<file path="src/include/rgp_pkg.sv">
// Shared constants and types for the PHY-side reduced gigabit MAC interface
`default_nettype none
package rgp_pkg;

  // ==========================================================
  // Clock rates and derived divider count
  // ==========================================================
  localparam int CLK_SYS_MHZ = 250;
  localparam int LINK_CLK_MHZ = 125;
  // System cycles per half period of the generated receive clock
  localparam int RX_HALF_RAW = CLK_SYS_MHZ / (2 * LINK_CLK_MHZ);
  localparam int RX_HALF_CYC = (RX_HALF_RAW < 1) ? 1 : RX_HALF_RAW;

  // ==========================================================
  // Pin field widths and in-band status layout
  // ==========================================================
  localparam int NIB_W = 4;
  localparam int BYTE_W = 8;
  localparam int STAT_DUPLEX_BIT = 3;
  localparam int STAT_LINK_BIT = 0;
  localparam logic [3:0] FALSE_CARRIER_NIB = 4'hE;
  localparam logic [3:0] NIB_ZERO = 4'h0;
  localparam logic [7:0] BYTE_ZERO = 8'h00;

  // ==========================================================
  // Buffer geometry
  // ==========================================================
  localparam int RX_FIFO_DEPTH = 16;

  // ==========================================================
  // Types
  // ==========================================================
  // Kind of one byte period on either direction
  typedef enum logic [1:0] {
    RGP_IDLE,
    RGP_DATA,
    RGP_ERR,
    RGP_FALSE_CARRIER
  } rgp_kind_t;

  // One byte period: kind plus byte, low nibble first on the wire
  typedef struct packed {
    rgp_kind_t kind;
    logic [7:0] data;
  } rgp_sym_t;

  localparam int SYM_W = $bits(rgp_sym_t);

  // Transmit pins as driven by the MAC
  typedef struct packed {
    logic clk;
    logic ctl;
    logic [3:0] d;
  } rgp_tx_pins_t;

endpackage
`default_nettype wire

</file>
<file path="src/hw/rgp_fifo.sv">
// Receive symbol FIFO with registered read data and registered ready
`timescale 1ns/100ps
`default_nettype none
module rgp_fifo
  import rgp_pkg::*;
#(
  parameter int WIDTH = SYM_W,
  parameter int DEPTH = RX_FIFO_DEPTH,
  parameter int AW = $clog2(DEPTH)
) (
  // Clock and reset
  input wire logic clk_sys,
  input wire logic rst_n,
  // Fill side
  input wire logic in_valid,
  input wire logic [WIDTH-1:0] in_data,
  output logic in_ready,
  // Drain side
  output logic out_valid,
  output logic [WIDTH-1:0] out_data,
  input wire logic out_ready
);

  localparam logic [AW:0] DEPTH_C = (AW + 1)'(DEPTH);
  localparam logic [AW:0] CNT_ONE = (AW + 1)'(1);
  localparam logic [AW-1:0] PTR_ONE = AW'(1);

  logic [WIDTH-1:0] mem [DEPTH];
  logic [AW-1:0] wr_ptr_r, wr_ptr_nxt, rd_ptr_r, rd_ptr_nxt;
  logic [AW:0] cnt_r, cnt_nxt;
  logic in_ready_r, in_ready_nxt, out_valid_r, out_valid_nxt;
  logic [WIDTH-1:0] out_data_r, out_data_nxt;
  logic push, load;

  // ==========================================================
  // Pointer, count and output stage next values
  // ==========================================================
  always_comb begin
    push = in_valid && in_ready_r;
    load = (!out_valid_r || out_ready) && (cnt_r != '0);
    wr_ptr_nxt = push ? wr_ptr_r + PTR_ONE : wr_ptr_r;
    rd_ptr_nxt = load ? rd_ptr_r + PTR_ONE : rd_ptr_r;
    cnt_nxt = cnt_r;
    if (push && !load) begin
      cnt_nxt = cnt_r + CNT_ONE;
    end else if (load && !push) begin
      cnt_nxt = cnt_r - CNT_ONE;
    end
    in_ready_nxt = (cnt_nxt < DEPTH_C);
    out_data_nxt = load ? mem[rd_ptr_r] : out_data_r;
    out_valid_nxt = load || (out_valid_r && !out_ready);
  end

  // Storage write, no reset needed
  always_ff @(posedge clk_sys) begin
    if (push) begin
      mem[wr_ptr_r] <= in_data;
    end
  end

  // State registers
  always_ff @(posedge clk_sys) begin
    if (!rst_n) begin
      wr_ptr_r <= '0;
      rd_ptr_r <= '0;
      cnt_r <= '0;
      in_ready_r <= 1'b0;
      out_valid_r <= 1'b0;
      out_data_r <= '0;
    end else begin
      wr_ptr_r <= wr_ptr_nxt;
      rd_ptr_r <= rd_ptr_nxt;
      cnt_r <= cnt_nxt;
      in_ready_r <= in_ready_nxt;
      out_valid_r <= out_valid_nxt;
      out_data_r <= out_data_nxt;
    end
  end

  assign in_ready = in_ready_r;
  assign out_valid = out_valid_r;
  assign out_data = out_data_r;

endmodule
`default_nettype wire

</file>
<file path="src/hw/rgp_tx_sampler.sv">
// Two-stage synchroniser and edge finder for the MAC transmit pins
`timescale 1ns/100ps
`default_nettype none
module rgp_tx_sampler
  import rgp_pkg::*;
(
  // Clock and reset
  input wire logic clk_sys,
  input wire logic rst_n,
  // Raw pins from the MAC
  input wire rgp_tx_pins_t pins,
  // Synchronised view
  output rgp_tx_pins_t pins_sync,
  output logic clk_rise,
  output logic clk_fall
);

  rgp_tx_pins_t meta_r, sync_r, prev_r;

  // ==========================================================
  // Synchroniser chain; first stage feeds only the second
  // ==========================================================
  always_ff @(posedge clk_sys) begin
    if (!rst_n) begin
      meta_r <= '0;
      sync_r <= '0;
      prev_r <= '0;
    end else begin
      meta_r <= pins;
      sync_r <= meta_r;
      prev_r <= sync_r;
    end
  end

  // Edge detection on the settled stages
  assign clk_rise = sync_r.clk && !prev_r.clk;
  assign clk_fall = !sync_r.clk && prev_r.clk;
  assign pins_sync = sync_r;

endmodule
`default_nettype wire

</file>
<file path="src/hw/rgp_top.sv">
// PHY-side reduced gigabit MAC interface: transmit decode, receive encode
`timescale 1ns/100ps
`default_nettype none
// Function
// - Both directions use the revision 2.0 scheme of four data lines, one control, one clock.
// - Control carries two values per clock period and is taken on both clock edges.
// - At 1 Gbps the transmit and receive clocks both run at 125 MHz.
// - Transmit control 0/0 is inter-frame, 1/0 data, 1/1 error, 0/1 reserved, any data.
// - Receive control is driven 0/0 idle, 1/0 data, 1/1 errored data, 0/1 with 1110 false carrier.
// - During receive inter-frame the data lines carry in-band status instead of idle data.
// - In-band status bit 3 is duplex and bit 0 is link.
module rgp_top
  import rgp_pkg::*;
#(
  parameter int RX_HALF = RX_HALF_CYC,
  parameter int FIFO_DEPTH = RX_FIFO_DEPTH
) (
  // System clock and reset
  input wire logic clk_sys,
  input wire logic rst_n,
  // Transmit pins from the MAC
  input wire logic tx_clk,
  input wire logic tx_ctl,
  input wire logic [3:0] tx_d,
  // Receive pins to the MAC
  output logic rx_clk,
  output logic rx_ctl,
  output logic [3:0] rx_d,
  // Link state from the transceiver core
  input wire logic link_up,
  input wire logic full_duplex,
  // Receive symbols from the transceiver core
  input wire logic rx_in_valid,
  input wire rgp_sym_t rx_in_sym,
  output logic rx_in_ready,
  // Transmit symbols to the transceiver core
  output logic tx_out_valid,
  output rgp_sym_t tx_out_sym,
  output logic tx_frame
);

  localparam int HCW = (RX_HALF > 1) ? $clog2(RX_HALF) : 1;
  localparam logic [HCW-1:0] HALF_LAST = HCW'(RX_HALF - 1);
  localparam logic [HCW-1:0] HALF_ONE = HCW'(1);

  // ==========================================================
  // Encoding helpers
  // ==========================================================
  // Control pair to kind; the reserved pair reads as inter-frame
  function automatic rgp_kind_t tx_kind(input logic ctl_r, input logic ctl_f);
    rgp_kind_t k;
    k = RGP_IDLE;
    unique case ({ctl_r, ctl_f})
      2'h0: k = RGP_IDLE;
      2'h1: k = RGP_IDLE; // Reserved pair
      2'h2: k = RGP_DATA;
      2'h3: k = RGP_ERR;
    endcase
    return k;
  endfunction

  // Control value for one half of a receive period
  function automatic logic rx_ctl_of(input rgp_kind_t k, input logic fall_half);
    logic v;
    v = 1'b0;
    unique case (k)
      RGP_IDLE: v = 1'b0;
      RGP_DATA: v = !fall_half;
      RGP_ERR: v = 1'b1;
      RGP_FALSE_CARRIER: v = fall_half;
    endcase
    return v;
  endfunction

  // In-band status nibble for inter-frame periods
  function automatic logic [3:0] status_of(input logic link, input logic duplex);
    logic [3:0] s;
    s = NIB_ZERO;
    s[STAT_DUPLEX_BIT] = duplex;
    s[STAT_LINK_BIT] = link;
    return s;
  endfunction

  // Nibble for one half of a receive period, low nibble first
  function automatic logic [3:0] rx_nib_of(input rgp_sym_t s, input logic fall_half);
    logic [3:0] n;
    n = fall_half ? s.data[7:4] : s.data[3:0];
    return n;
  endfunction

  // ==========================================================
  // Transmit path: synchronise pins and find clock edges
  // ==========================================================
  rgp_tx_pins_t tx_pins, tx_sync;
  logic tx_rise, tx_fall;

  // Pins gathered into one carrier
  assign tx_pins = '{clk: tx_clk, ctl: tx_ctl, d: tx_d};

  rgp_tx_sampler i_rgp_tx_sampler (
    .clk_sys(clk_sys),
    .rst_n(rst_n),
    .pins(tx_pins),
    .pins_sync(tx_sync),
    .clk_rise(tx_rise),
    .clk_fall(tx_fall)
  );

  // ==========================================================
  // Transmit path: rising half capture
  // ==========================================================
  // First control value and low nibble
  logic tx_ctl_rise_r, tx_ctl_rise_nxt;
  logic [3:0] tx_lo_r, tx_lo_nxt;

  // rising half holds first control value and low nibble
  always_comb begin
    tx_ctl_rise_nxt = tx_ctl_rise_r;
    tx_lo_nxt = tx_lo_r;
    if (tx_rise) begin
      tx_ctl_rise_nxt = tx_sync.ctl;
      tx_lo_nxt = tx_sync.d;
    end
  end

  // Rising half registers
  always_ff @(posedge clk_sys) begin
    if (!rst_n) begin
      tx_ctl_rise_r <= 1'b0;
      tx_lo_r <= NIB_ZERO;
    end else begin
      tx_ctl_rise_r <= tx_ctl_rise_nxt;
      tx_lo_r <= tx_lo_nxt;
    end
  end

  // ==========================================================
  // Transmit path: falling half decode
  // ==========================================================
  // Decoded symbol, its pulse and the frame level
  rgp_sym_t tx_sym_r, tx_sym_nxt;
  logic tx_valid_r, tx_valid_nxt;
  logic tx_frame_r, tx_frame_nxt;

  // decode the pair once the falling half arrives
  always_comb begin
    tx_sym_nxt = tx_sym_r;
    tx_valid_nxt = 1'b0;
    tx_frame_nxt = tx_frame_r;
    if (tx_fall) begin
      tx_sym_nxt.kind = tx_kind(tx_ctl_rise_r, tx_sync.ctl);
      tx_sym_nxt.data = {tx_sync.d, tx_lo_r};
      tx_valid_nxt = 1'b1;
      tx_frame_nxt = (tx_sym_nxt.kind != RGP_IDLE);
    end
  end

  // Decoded symbol registers
  always_ff @(posedge clk_sys) begin
    if (!rst_n) begin
      tx_sym_r <= '{kind: RGP_IDLE, data: BYTE_ZERO};
      tx_valid_r <= 1'b0;
      tx_frame_r <= 1'b0;
    end else begin
      tx_sym_r <= tx_sym_nxt;
      tx_valid_r <= tx_valid_nxt;
      tx_frame_r <= tx_frame_nxt;
    end
  end

  // Core-side outputs straight from registers
  assign tx_out_valid = tx_valid_r;
  assign tx_out_sym = tx_sym_r;
  assign tx_frame = tx_frame_r;

  // ==========================================================
  // Receive path: symbol buffer
  // ==========================================================
  logic fifo_out_valid, fifo_take;
  logic [SYM_W-1:0] fifo_out_data;
  rgp_sym_t fifo_sym;

  rgp_fifo #(
    .WIDTH(SYM_W),
    .DEPTH(FIFO_DEPTH)
  ) i_rgp_fifo (
    .clk_sys(clk_sys),
    .rst_n(rst_n),
    .in_valid(rx_in_valid),
    .in_data(rx_in_sym),
    .in_ready(rx_in_ready),
    .out_valid(fifo_out_valid),
    .out_data(fifo_out_data),
    .out_ready(fifo_take)
  );

  // Buffer word back to its symbol form
  assign fifo_sym = rgp_sym_t'(fifo_out_data);

  // ==========================================================
  // Receive path: clock divider
  // ==========================================================
  // Divider state and half strobes
  logic [HCW-1:0] half_cnt_r, half_cnt_nxt;
  logic rx_clk_r, rx_clk_nxt;
  logic toggle, half_rise, half_fall;

  always_comb begin
    toggle = (half_cnt_r == HALF_LAST);
    half_cnt_nxt = half_cnt_r + HALF_ONE;
    rx_clk_nxt = rx_clk_r;
    if (toggle) begin
      half_cnt_nxt = '0;
      rx_clk_nxt = !rx_clk_r;
    end
    half_rise = toggle && !rx_clk_r;
    half_fall = toggle && rx_clk_r;
  end

  // Divider registers
  always_ff @(posedge clk_sys) begin
    if (!rst_n) begin
      half_cnt_r <= '0;
      rx_clk_r <= 1'b0;
    end else begin
      half_cnt_r <= half_cnt_nxt;
      rx_clk_r <= rx_clk_nxt;
    end
  end

  // ==========================================================
  // Receive path: symbol choice for each period
  // ==========================================================
  // Symbol on the pins and the candidate for the next period
  rgp_sym_t cur_sym_r, cur_sym_nxt;
  rgp_sym_t next_sym;
  logic [3:0] status_nib;

  // Next symbol, held for the whole period
  always_comb begin
    status_nib = status_of(link_up, full_duplex);
    next_sym = '{kind: RGP_IDLE, data: {status_nib, status_nib}};
    if (fifo_out_valid && fifo_sym.kind != RGP_IDLE) begin
      next_sym = fifo_sym;
    end
    // false carrier only with its fixed code
    if (next_sym.kind == RGP_FALSE_CARRIER) begin
      next_sym.data = {FALSE_CARRIER_NIB, FALSE_CARRIER_NIB};
    end
    // Idle words in the buffer are consumed like any other
    fifo_take = 1'b0;
    cur_sym_nxt = cur_sym_r;
    if (half_rise) begin
      fifo_take = fifo_out_valid;
      cur_sym_nxt = next_sym;
    end
  end

  // Current symbol register
  always_ff @(posedge clk_sys) begin
    if (!rst_n) begin
      cur_sym_r <= '{kind: RGP_IDLE, data: BYTE_ZERO};
    end else begin
      cur_sym_r <= cur_sym_nxt;
    end
  end

  // ==========================================================
  // Receive path: double-rate pin driver
  // ==========================================================
  // Pin registers, edge aligned with the receive clock
  logic rx_ctl_r, rx_ctl_nxt;
  logic [3:0] rx_d_r, rx_d_nxt;

  // Pin values for the half that starts at the next edge
  always_comb begin
    rx_ctl_nxt = rx_ctl_r;
    rx_d_nxt = rx_d_r;
    // rising half: new symbol, low nibble
    if (half_rise) begin
      rx_ctl_nxt = rx_ctl_of(next_sym.kind, 1'b0);
      rx_d_nxt = rx_nib_of(next_sym, 1'b0);
    end
    // falling half: second control value, high nibble
    if (half_fall) begin
      rx_ctl_nxt = rx_ctl_of(cur_sym_r.kind, 1'b1);
      rx_d_nxt = rx_nib_of(cur_sym_r, 1'b1);
    end
  end

  // Pin registers
  always_ff @(posedge clk_sys) begin
    if (!rst_n) begin
      rx_ctl_r <= 1'b0;
      rx_d_r <= NIB_ZERO;
    end else begin
      rx_ctl_r <= rx_ctl_nxt;
      rx_d_r <= rx_d_nxt;
    end
  end

  assign rx_clk = rx_clk_r;
  assign rx_ctl = rx_ctl_r;
  assign rx_d = rx_d_r;

endmodule
`default_nettype wire

</file>
<file path="config.mk">
export PLATFORM = sky130hd
export DESIGN_NAME = rgp_top
export DESIGN_NICKNAME = d
export VERILOG_FILES = /design/src/include/rgp_pkg.sv /design/src/hw/rgp_fifo.sv /design/src/hw/rgp_tx_sampler.sv /design/src/hw/rgp_top.sv
export SDC_FILE = /design/constraint.sdc
export NUM_CORES = 1
export LEC_CHECK = 0
export BUFFER_PORTS_ARGS = -buffer_cell sky130_fd_sc_hd__buf_2
export CORE_MARGIN = 1.5
export CORE_UTILIZATION = 51
export DETAILED_ROUTE_END_ITERATION = 16
export MAX_ROUTING_LAYER = met4
export PLACE_DENSITY_LB_ADDON = 0.2
export SLEW_MARGIN = 10
export SYNTH_ARGS = -nofsm -noshare
export SYNTH_HDL_FRONTEND = slang
export SYNTH_SLANG_ARGS = --single-unit
</file>
<file path="constraint.sdc">
create_clock -name clk_sys -period 7.6 [get_ports clk_sys]
set_input_delay 1.9 -clock clk_sys [delete_from_list [all_inputs] [get_ports clk_sys]]
set_output_delay 1.9 -clock clk_sys [all_outputs]
set_load 0.01 [all_outputs]
</file>
After elaboration in Yosys (flattened, before gate mapping)
Memories as Yosys holds them, arrays and structs flattened. A register that Yosys moved wholly into a read port is not among the register bits.
Cells that the tools add are included.
{ "classes": {"addsub": 5, "magnitude_cmp": 1, "eq_ne": 9, "muxes": 16, "n_bitwise": 1, "n_reduce_logical": 33} }
{ "op_table": {"columns": ["cell", "count"], "rows": [
  ["equality test 2 bit, second input constant", 6],
  ["logical AND 1 bit", 10],
  ["2-to-1 mux 10 bit", 1],
  ["2-to-1 mux 5 bit", 2],
  ["OR reduction 2 bit", 5],
  ["adder 4 x 1 -> 4 bit, second input constant", 2],
  ["zero test 1 bit", 8],
  ["2-to-1 mux 4 bit", 2],
  ["2-to-1 mux 8 bit", 1],
  ["equality test 2 x 1 -> 1 bit, second input constant", 3],
  ["zero test 2 bit", 3],
  ["2-to-1 mux 1 bit", 6],
  ["case mux 2 bit (3 select lines)", 1],
  ["nonzero test 2 bit", 3],
  ["adder 5 x 1 -> 5 bit, second input constant", 1],
  ["< comparator 5 bit, second input constant", 1],
  ["nonzero test 5 bit", 1],
  ["subtractor 5 x 1 -> 5 bit, second input constant", 1],
  ["case mux 1 bit (2 select lines)", 2],
  ["logical OR 1 bit", 2],
  ["2-to-1 mux 2 bit", 1],
  ["AND reduction 2 bit", 1],
  ["adder 1 bit, second input constant", 1],
  ["NOT 1 bit", 1]
]} }
{ "word_totals": {"reg_bits": 62, "ramBits": 160, "input_bits": 21, "out_inout_bits": 19, "elab_cells": 90, "n_memories": 1} }
{ "memory_table": {"columns": ["name", "depth", "width", "rd", "rd_ports_with_merged_regs", "write_ports", "line", "source"], "rows": [
  ["i_rgp_fifo.mem", 16, 10, 1, 1, 1, "rgp_fifo.sv:28", "logic [WIDTH-1:0] mem [DEPTH];"]
]} }

Longest topological paths before layout
{ "logic_depth": {"ltp_word": 9, "mapped_depth": 12} }

By module
A second synthesis with hierarchy kept.
{ "unflattened": {"hier_cells": 536, "hier_area_um2": 8974.9} }
{ "by_module_without_submodules": {"columns": ["mod", "n_inst", "cells_per_inst", "area_per_inst_um2", "seq_area_each_um2"], "rows": [
  ["rgp_fifo", 1, 387, 7399.6, 5305.1],
  ["rgp_top", 1, 120, 1198.6, 580.6],
  ["rgp_tx_sampler", 1, 29, 376.6, 260.2]
]} }

Worst setup path after synthesis
Ideal clock, no wire load.
{ "synth_path": {"path_type": "input port to flip-flop", "start": "input rx_in_valid", "end": "memory i_rgp_fifo.mem[3][0] in the netlist's numbering, enable pin", "setup_ps": 390, "t_arrival_ps": 2980, "setup_slack_ps": 4230, "cell_stages": 4, "n_path_buf": 0, "path_cell_list": "nand2_1 clkinv_1 nand2_1 nor3_1"} }
{ "synth_between": {"elab_chain_cells": 3} }
{ "synth_rtl": {"columns": ["item", "line", "source"], "rows": [
  ["start: declaration", "rgp_top.sv:33", "input wire logic rx_in_valid,"],
  ["logical AND 1 bit", "rgp_fifo.sv:39", "push = in_valid && in_ready_r;"],
  ["net i_rgp_fifo.push", "rgp_fifo.sv:33", "logic push, load;"],
  ["2-to-1 mux 1 bit", "rgp_fifo.sv:56", "if (push) begin"],
  ["2-to-1 mux 1 bit (not written as such)", "rgp_fifo.sv:57", "mem[wr_ptr_r] <= in_data;"],
  ["end: declaration", "rgp_fifo.sv:28", null]
]} }
The timed path passes the listed nets, and every way through them passes these cells.

Final worst setup path
{ "layout_path": {"start": "register rx_clk_r (netlist: rx_clk)", "end": "output rx_clk"} }
{ "layout_rtl": {"columns": ["item", "line", "source"], "rows": [
  ["start: declaration", "rgp_top.sv:205", "logic rx_clk_r, rx_clk_nxt;"],
  ["start signal: assignment", "rgp_top.sv:227", "rx_clk_r <= rx_clk_nxt;"],
  ["end: declaration", "rgp_top.sv:26", "output logic rx_clk,"]
]} }
No word-level cell between the ends.

==> metrics.yaml <==
outcome: "finished clean"
clkTransAtPathRegs_ps: 60
worstSkewPairLatency_ps: 490
path_delay_family: "flip-flops"
final_layout_size_suffix_gt1_frac: 0.232
cp_data_required_time_ps: 5700
crit_path_end_kind: "primary output"
synthArstFlopShare: 0
cts_buffers: 23
path_class: "flip-flop to primary output"
mostFrequentLayoutCells: "edfxtp_1 (160), dfxtp_1 (65), nand2_1 (45)"
drtPass1Iterations: 4
htree_levels: 1
postCtsHoldBufs: 0
clock_path_buffers: 3
max_stage_delay_ps: 590
period_needed_ps: 3200
synthCells: 551
start_kind: "flip-flop"
post_cts_buffers: 0
critPathBufInv: 1
fp.dieH_um: 135
peakVddDrop_mv: 0.202
crit_fanout: 11
setup_viol: 0
fin_skew_ps: 10.9
hp-class: "flip-flop to flip-flop"
synth_cell_types: 47
synth-edff-count: 160
ff2ff_setup_slack_ps: 4950
hp-start: "i_rgp_tx_sampler.meta_r[2]"
routed_wl_um: 16800
antenna-diode-count: 0
cp_slowest_cell: "dfxtp_1"
report.final.slew_viol_count: 0
syn_area_sq_um: 8830
synth_ff_type: "edfxtp_1"
die_x_um: 135
rsz0062_at_grt: "false"
initial_core_util: 0.527
hold_depth: 1
placed_area_sq_um: 9190
cts_sinks: 227
relSlewSlack: 0.279
ys_warn_count: 0
grt_max_degree: 44
die_area_sq_um: 18100
grt_pass1_wl_um: 26500
area_growth_syn_to_layout_pct: 12.0
vias: 4651
synth_seq_cells: 227
hold_viol: 0
crit_chain: "buf_2"
portBuffers: 39
synth_area_per_cell_sq_um: 16.0
wl_per_cell_um: 20.4
grtUsageTotal: 0.199
finalCritPeriodShare: 0.420
cts_root_buf: "clkbuf_16"
cts-resized-gates: 0
place_congestion: 0.865
drv_cap: 0
worst_pin_slew_ps: 1080
fp.coreArea_sq_um: 16800
first_global_vias: 4815
synth_fp_nets: 582
cts_tree: "done"
layout_commonest_cell: "edfxtp_1"
rows: 47
overflow: 0
arrival_ps: 1300
pwr_density_cell_nw_per_um2: 317
p_leak_nw: 3.28
design_area_sq_um: 9890
rr_worst_depth: 9
ios: 40
yosysSeqAreaShare: 0.696
tns_ps: 0
final_antenna_net_count: 0
timing.fmax_mhz: 313
nets: 619
viasPerCell: 5.65
r2r-start: "i_rgp_fifo.cnt_r[0]"
whs_endpoint: "i_rgp_tx_sampler.pins_sync[2]"
drt_iter0_markers: 239
post-dp-hpwl_um: 10700
drc: 0
antenna_found_initial: 0
-- flip-flops by register name, indices dropped and copies added, names as in the netlist, named ones only --
signal / flops
i_rgp_fifo.cnt_r: 4
i_rgp_fifo.wr_ptr_r: 4
i_rgp_fifo.rd_ptr_r: 4
i_rgp_fifo.in_ready: 1
i_rgp_fifo.out_data: 10
rx_ctl: 1
tx_lo_r: 4
tx_out_valid: 1
i_rgp_tx_sampler.meta_r: 6
tx_ctl_rise_r: 1
i_rgp_fifo.out_valid: 1
rx_d: 4
tx_out_sym: 10
i_rgp_tx_sampler.prev_r: 1
half_cnt_r: 1
tx_frame: 1
i_rgp_fifo.mem: 160
cur_sym_r: 5
i_rgp_tx_sampler.pins_sync: 6
rx_clk: 1
-- logic make-up after synthesis --
kind of cell | Yosys count | share of synthesized area
multiplexers | 68 | 0.134
buffers and inverters | 45 | 0.0238
other | 1 | 0.000425
flip-flops | 227 | 0.696
XOR/XNOR | 6 | 0.00595
AO/OA/AOI/OAI | 58 | 0.0518
adder cells (fa/ha/maj) | 10 | 0.0142
AND/OR/NAND/NOR | 136 | 0.0741
-- per-stage QoR --
stage | worst slack, ps | utilization | hold WS (ps) | power, W | cells
global route | 4330 | 0.590 | 453 | 0.00329 | 823
detailed placement | 4000 | 0.548 | 423 | 0.00212 | 783
floorplan | 4230 | - | 412 | 0.00199 | 551
CTS | 4390 | 0.590 | 437 | 0.00316 | 823
finish | 4400 | 0.590 | 432 | 0.00314 | 823
global placement | 4090 | 0.548 | 417 | 0.00211 | 783
-- synth_stat cells, types with 6 or more instances --
| cell type | number | area share |
|---|---|---|
| mux2i_1 | 26 | 0.029 |
| a21oi_1 | 25 | 0.014 |
| nor2b_1 | 6 | 0.0042 |
| and2_1 | 15 | 0.011 |
| nor2_1 | 33 | 0.014 |
| inv_1 | 10 | 0.0042 |
| o221ai_2 | 10 | 0.017 |
| ha_1 | 10 | 0.014 |
| buf_2 | 8 | 0.0045 |
| nand3_1 | 16 | 0.0091 |
| clkbuf_1 | 19 | 0.0081 |
| dfxtp_1 | 67 | 0.15 |
| mux4_2 | 40 | 0.10 |
| edfxtp_1 | 160 | 0.54 |
| nand2_1 | 45 | 0.019 |
-- area by class of cell --
cell class / instances / area [sq um]
fillers: 1274 / 6870
flip-flops and latches: 227 / 6150
clock buffers: 34 / 672
inverters: 11 / 41.3
well taps: 220 / 275
multi-input cells: 279 / 2480
clock inverters: 6 / 27.5
repair buffers: 46 / 248
-- how the worst max path moves through the flow --
| stage | startpoint | endpoint | cells after the start |
|---|---|---|---|
| final | rx_clk | rx_clk | 1 |
| after global routing | rx_in_valid | flip-flop | 8 |
| after CTS | rx_clk | rx_clk | 1 |
| after detailed placement | rx_in_valid | i_rgp_fifo.mem[10][0] | 5 |
| after global placement | rx_in_valid | flip-flop | 8 |
| after floorplan | rx_in_valid | i_rgp_fifo.mem[3][0] | 4 |
-- metal layers --
metal	global-route usage	wire, um
met5	-	0
met3	0.0319	748
met4	0.0472	291
met1	0.268	7460
met2	0.323	8320
-- power by group --
part	internal (W)	switching [W]
Combinational	0.000275	0.000373
Sequential	0.00140	0.0000483
Clock	0.000609	0.000431
No activity file was read; power rests on OpenSTA's default activity.
